`config.mk`:
```
export PLATFORM = sky130hd
export DESIGN_NAME = dasc_capture
export DESIGN_NICKNAME = d
export VERILOG_FILES = /design/src/dasc_capture.v /design/src/dasc_skid_buf.v
export VERILOG_INCLUDE_DIRS = /design/src
export SDC_FILE = /design/constraint.sdc
export NUM_CORES = 1
export LEC_CHECK = 0
export BUFFER_PORTS_ARGS = -buffer_cell sky130_fd_sc_hd__buf_2
export CORE_AREA = 2 2 109 101
export CTS_CLUSTER_SIZE = 30
export DETAILED_ROUTE_END_ITERATION = 8
export DIE_AREA = 0 0 111 103
export PLACE_DENSITY = 0.84
export SLEW_MARGIN = 10
export SYNTH_ARGS = -nofsm -noshare
export SYNTH_HDL_FRONTEND = slang
export SYNTH_SLANG_ARGS = --single-unit
```
`constraint.sdc`:
```
create_clock -name clk_sys_i -period 2 [get_ports clk_sys_i]
set_input_delay 0.2 -clock clk_sys_i [delete_from_list [all_inputs] [get_ports clk_sys_i]]
set_output_delay 0.2 -clock clk_sys_i [all_outputs]
set_load 0.1 [all_outputs]
```
`src/dasc_regs.vh`:
```
`ifndef DASC_REGS_VH
`define DASC_REGS_VH

`define DASC_SAMPLE_W      14
`define DASC_SAMPLE_MSB    13
`define DASC_FULL_POS      14'sh1fff
`define DASC_FULL_NEG      -14'sh1fff
`define DASC_RDY_DELAY     2
`define DASC_ZERO_WORD     14'h0000
`define DASC_BUF_DEPTH     2

`endif

```
`src/dasc_capture.v`:
```
`timescale 1ns/1ps
`include "dasc_regs.vh"

module dasc_capture #(
  parameter SAMPLE_W  = `DASC_SAMPLE_W,
  parameter RDY_DELAY = `DASC_RDY_DELAY
) (
  input  wire                clk_sys_i,
  input  wire                reset_n_i,
  input  wire                samp_clk_i,
  input  wire [SAMPLE_W-1:0] chan1_analog_i,
  input  wire                chan1_analog_over_i,
  input  wire [SAMPLE_W-1:0] chan2_analog_i,
  input  wire                chan2_analog_over_i,
  input  wire                out_ready_i,
  output reg  [SAMPLE_W-1:0] chan1_sample_word_o,
  output reg                 chan1_sample_ready_strobe_o,
  output reg                 chan1_overrange_flag_o,
  output reg  [SAMPLE_W-1:0] chan2_sample_word_o,
  output reg                 chan2_sample_ready_strobe_o,
  output reg                 chan2_overrange_flag_o,
  output reg                 in_ready_o
);

  // Overrange when the converter flags saturation or the code sits at the negative rail (14'h2000); the positive rail 14'h1fff is not flagged.
  function over_range;
    input [SAMPLE_W-1:0] word;
    input                flag;
    begin
      over_range = flag ||
                   ($signed(word) > $signed(`DASC_FULL_POS)) ||
                   ($signed(word) < $signed(`DASC_FULL_NEG));
    end
  endfunction

  // Link clock and all converter inputs pass two flip-flops first.
  reg                samp_clk_s1_r;
  reg                samp_clk_s2_r;
  reg                samp_clk_s3_r;
  reg [SAMPLE_W-1:0] ch1_s1_r;
  reg [SAMPLE_W-1:0] ch1_s2_r;
  reg [SAMPLE_W-1:0] ch2_s1_r;
  reg [SAMPLE_W-1:0] ch2_s2_r;
  reg                ov1_s1_r;
  reg                ov1_s2_r;
  reg                ov2_s1_r;
  reg                ov2_s2_r;
  reg [RDY_DELAY-1:0] rdy_dly_r;

  wire samp_rise;
  assign samp_rise = samp_clk_s2_r && !samp_clk_s3_r;

  always @(posedge clk_sys_i or negedge reset_n_i) begin
    if (!reset_n_i) begin
      samp_clk_s1_r <= 1'b0;
      samp_clk_s2_r <= 1'b0;
      samp_clk_s3_r <= 1'b0;
      ch1_s1_r      <= `DASC_ZERO_WORD;
      ch1_s2_r      <= `DASC_ZERO_WORD;
      ch2_s1_r      <= `DASC_ZERO_WORD;
      ch2_s2_r      <= `DASC_ZERO_WORD;
      ov1_s1_r      <= 1'b0;
      ov1_s2_r      <= 1'b0;
      ov2_s1_r      <= 1'b0;
      ov2_s2_r      <= 1'b0;
      rdy_dly_r     <= {RDY_DELAY{1'b1}};
    end else begin
      samp_clk_s1_r <= samp_clk_i;
      samp_clk_s2_r <= samp_clk_s1_r;
      samp_clk_s3_r <= samp_clk_s2_r;
      ch1_s1_r      <= chan1_analog_i;
      ch1_s2_r      <= ch1_s1_r;
      ch2_s1_r      <= chan2_analog_i;
      ch2_s2_r      <= ch2_s1_r;
      ov1_s1_r      <= chan1_analog_over_i;
      ov1_s2_r      <= ov1_s1_r;
      ov2_s1_r      <= chan2_analog_over_i;
      ov2_s2_r      <= ov2_s1_r;
      // Delay line keeps every edge of the inverted clock, so the strobe is high while the sample clock was low.
      rdy_dly_r     <= {rdy_dly_r[RDY_DELAY-2:0], ~samp_clk_s2_r};
    end
  end

  // Both channels' words and flags travel together through the buffer.
  localparam BW = 2 * SAMPLE_W + 2;

  wire [BW-1:0] buf_in;
  wire [BW-1:0] buf_out;
  wire          buf_in_ready;
  wire          buf_out_valid;

  assign buf_in = {ov2_s2_r, ch2_s2_r, ov1_s2_r, ch1_s2_r};

  dasc_skid_buf #(
    .WIDTH (BW)
  ) u_buf (
    .clk_sys_i   (clk_sys_i),
    .reset_n_i   (reset_n_i),
    .in_data_i   (buf_in),
    .in_valid_i  (samp_rise),
    .in_ready_o  (buf_in_ready),
    .out_data_o  (buf_out),
    .out_valid_o (buf_out_valid),
    .out_ready_i (out_ready_i)
  );

  wire [SAMPLE_W-1:0] ch1_word;
  wire [SAMPLE_W-1:0] ch2_word;
  wire                ch1_ov;
  wire                ch2_ov;

  assign ch1_word = buf_out[SAMPLE_W-1:0];
  assign ch1_ov   = buf_out[SAMPLE_W];
  assign ch2_word = buf_out[2*SAMPLE_W:SAMPLE_W+1];
  assign ch2_ov   = buf_out[BW-1];

  always @(posedge clk_sys_i or negedge reset_n_i) begin
    if (!reset_n_i) begin
      chan1_sample_word_o         <= `DASC_ZERO_WORD;
      chan2_sample_word_o         <= `DASC_ZERO_WORD;
      chan1_overrange_flag_o      <= 1'b0;
      chan2_overrange_flag_o      <= 1'b0;
      chan1_sample_ready_strobe_o <= 1'b1;
      chan2_sample_ready_strobe_o <= 1'b1;
      in_ready_o                  <= 1'b1;
    end else begin
      in_ready_o                  <= buf_in_ready;
      chan1_sample_ready_strobe_o <= rdy_dly_r[RDY_DELAY-1];
      chan2_sample_ready_strobe_o <= rdy_dly_r[RDY_DELAY-1];
      if (buf_out_valid && out_ready_i) begin
        chan1_sample_word_o    <= ch1_word;
        chan2_sample_word_o    <= ch2_word;
        chan1_overrange_flag_o <= over_range(ch1_word, ch1_ov);
        chan2_overrange_flag_o <= over_range(ch2_word, ch2_ov);
      end
    end
  end

endmodule

```
`src/dasc_skid_buf.v`:
```
`timescale 1ns/1ps
`include "dasc_regs.vh"

// Two-entry buffer; in_ready falls only when both entries are occupied.
module dasc_skid_buf #(
  parameter WIDTH = 15
) (
  input  wire             clk_sys_i,
  input  wire             reset_n_i,
  input  wire [WIDTH-1:0] in_data_i,
  input  wire             in_valid_i,
  output wire             in_ready_o,
  output wire [WIDTH-1:0] out_data_o,
  output wire             out_valid_o,
  input  wire             out_ready_i
);

  reg [WIDTH-1:0] mem_r [0:1];
  reg             wr_ptr_r;
  reg             rd_ptr_r;
  reg [1:0]       count_r;

  wire push;
  wire pop;

  assign in_ready_o  = (count_r != 2'd2);
  assign out_valid_o = (count_r != 2'd0);
  assign out_data_o  = mem_r[rd_ptr_r];
  assign push        = in_valid_i && in_ready_o;
  assign pop         = out_valid_o && out_ready_i;

  always @(posedge clk_sys_i or negedge reset_n_i) begin
    if (!reset_n_i) begin
      wr_ptr_r <= 1'b0;
      rd_ptr_r <= 1'b0;
      count_r  <= 2'd0;
      mem_r[0] <= {WIDTH{1'b0}};
      mem_r[1] <= {WIDTH{1'b0}};
    end else begin
      if (push) begin
        mem_r[wr_ptr_r] <= in_data_i;
        wr_ptr_r        <= ~wr_ptr_r;
      end
      if (pop) begin
        rd_ptr_r <= ~rd_ptr_r;
      end
      if (push && !pop) begin
        count_r <= count_r + 2'd1;
      end else if (pop && !push) begin
        count_r <= count_r - 2'd1;
      end
    end
  end

endmodule

```
==> summary.txt <==
Outcome
  – Outcome: completed

Final layout
  – Syn-to-layout area delta: 25.0%
  – Most common cell after layout, fill and taps aside: dfrtp_1
  – Layout cell share with drive strength beyond 1: 35.4%
  – Most frequent cells in the layout: dfrtp_1, buf_2, dlygate4sd3_1, mux2_4, nand2_1
  – ANT cells: 0
  – Nets: 513
  – Post-route design area: 7180 um2

Timing
  – Clk_skew: 0.00868 ns
  – Max frequency: 615 MHz
  – Period utilization: 81.3%
  – Final hold slack: roughly 0.27 ns
  – RSZ-0062 raised after global routing: no
  – Minimum clock period: 1.63 ns
  – Max-slew violation count: 0
  – Setup Total Neg Slack: 0 ns
  – Slew HR: roughly half
  – Worst-Margin Slew: between 0.7 and 0.8 ns
  – Final setup viols: 0
  – Final hold vios: 0

Critical path
  – Worst R2R End: u_buf.mem_r[17]
  – Worst r2r path cells: 6
  – CP Class: reg -> reg
  – Reg2Reg Setup Slack: 0.37 ns
  – Critical Path AT: 1.92 ns
  – Worst setup SP type: register
  – CP Max Fanout: 30
  – RR Startpoint: u_buf.count_r[0]
  – Worst EP required: around 2.3 ns
  – CP endpoint kind: register

Power
  – Lkg Pwr: approximately 0.0034 uW
  – Maximum vdd drop: 1.44 mV
  – Pwr dens: between 1500 and 2000 nW/um2

GRT
  – Vias in the first global route: 3354
  – First-pass GRT wire length: 16600 um
  – Total track usage: between 10% and 20%
  – Initial antenna violation count: 0
  – Congestion Overflow GR: 0
  – Largest net degree at the start of global routing: 59

Place
  – Dpl hpwl: 6490 um
  – Placed Area: 6270 um2
  – Input/output buffers: 66
  – Gp weighted congestion: 0.789

Worst hold path
  – Hold path depth: 4
  – Hold path startpoint: out_ready_i
  – Hold crit path type: in -> reg
  – Hold path endpoint: u_buf.count_r[0]

Synth
  – Top cell type's share of synthesized area: around 68%
  – Yosys reg bits: 161
  – Syn avg cell area: 15.6 um2
  – Post-Synthesis Net Count: 402
  – Post-synthesis cell type with the largest combined area: dfrtp_1
  – Synthesized area: approximately 5700 um2
  – Cell variety after synth: 31
  – Synthesized instance count: roughly 370
  – Total of warnings raised by yosys: 0
  – Ranking of synthesized cells by area: dfrtp_1, mux2_4, mux2_2, mux2i_1, o21ai_0
  – Seq/Total Area, Yosys: 70.2%

Detailed routing
  – Via count: between 3k and 4k
  – DRT Wirelength: roughly 10000 um
  – Vias/cell: 5.19
  – DRC violations left: 0
  – Initial DRC count: a little under 200
  – DR pass1 iterations: 4
  – DRT antenna net count: 0
  – DR WL/cell: 16.2 um

Floorplanning
  – Initial Util: 55.2%
  – Core area: 10400 um2
  – IO Count: 67
  – Die Ht: approximately 100 um
  – Rows: 36
  – Die span in x: 111 um
  – Full die area: between 10000 and 15000 um2

Job
  – Maxcap violations: 0

Clock network
  – CTS tree: yes
  – CTS H-tree depth: 4
  – Post CTS Setup Buffer Count: 0
  – Root Buffer: clkbuf_16
  – Clock latency on the worst-skew pair: 0.42 ns
  – TritonCTS Sinks: 161
  – Clock transition at path regs: 0.06 ns
  – CTS Buf Count: 17
  – Clock Tree Buf Depth: 2
## metrics by stage
stage / instances / utilization [%] / power [uW] / worst slack [ns]
detailed placement: 560 / 60.3 / 9990 / 0.365
global placement: 560 / 60.3 / 9780 / 0.451
CTS: 624 / 69.0 / 13200 / 0.360
floorplan: 367 / - / 8940 / 0.292
finish: 624 / 69.0 / 13100 / 0.374
global route: 624 / 69.0 / 13800 / 0.287
## power by group
| part | internal, uW | switching, uW |
|---|---|---|
| Clock | 1940 | 1210 |
| Combinational | 1590 | 3200 |
| Sequential | 4310 | 889 |
| Total | 7840 | 5300 |
## kinds of logic after synthesis
kind of cell | share of synthesized area, %
AOI/OAI and AO/OA | 3.20
and+or+nand+nor | 4.75
DFF | 70.2
xor gates and xnor gates | 0.763
adders and majority gates | 0.218
muxes | 18.8
buffers and inverters | 2.05
## cell type report
type / count / area, um2
Timing Repair Buffer: 109 / 777
Tap cell: 133 / 166
Sequential cell: 161 / 4040
Multi-Input combinational cell: 186 / 1610
Fill cell: 678 / 3220
Clock inverter: 9 / 108
Inverter: 3 / 11.3
Clock buffer: 23 / 478
## worst max-delay path by stage
stage                startpoint                endpoint
3_3_place_gp   u_buf.count_r[0]          u_buf.mem_r[5]
3_5_place_dp   u_buf.count_r[0]         u_buf.mem_r[42]
6_report       u_buf.count_r[0]         u_buf.mem_r[17]
2_1_floorplan  u_buf.count_r[0]        u_buf.count_r[1]
4_1_cts        u_buf.count_r[0]         u_buf.mem_r[42]
5_1_grt          u_buf.rd_ptr_r  chan2_overrange_flag_o
## what timing repair did
item	CTS	global route
gates resized for setup	0	0
hold buffers	32	0
endpoints found under the hold margin	85	0
## synth_stat cells, drive strengths merged
master and count:
nor4 6, nand3b 1, nand4 2, a21oi 2, mux2i 29, o21ai 30
dfstp 4, xor2 2, a32o 1, nor2 6, nor3 3, nand2b 1
dfrtp 157, buf 11, ha 1, or4 3, mux2 60, inv 3
xnor2 3, a31oi 1, nor4b 3, clkbuf 6, nand2 31, o31ai 1
## routing by layer
layer	part of all wire (%)	wire length, um	up-vias	GRT usage [%]
li1	-	-	1500	-
met1	46	4620	1649	24.5
met2	49	4920	76	32.0
met3	4.4	443	14	5.76
met4	1.3	129	0	7.12
met5	0	0	-	0
## flip-flops by register name, indices dropped and copies added (netlist names), 2 cells and up
signal               count
ch1_s1_r                14
chan2_sample_word_o     14
ch1_s2_r                14
chan1_sample_word_o     14
rdy_dly_r                2
u_buf.mem_r             60
u_buf.count_r            2
ch2_s2_r                14
ch2_s1_r                14
## worst max-delay path: stages, from the launching register on
cell	delay, ns
dfrtp_1	0.44
nand2b_1	0.21
nand3b_2	0.13
inv_2	0.06
nand2_2	0.08
buf_12	0.25
mux2_4	0.33
Power figures use the tool's default switching activity.
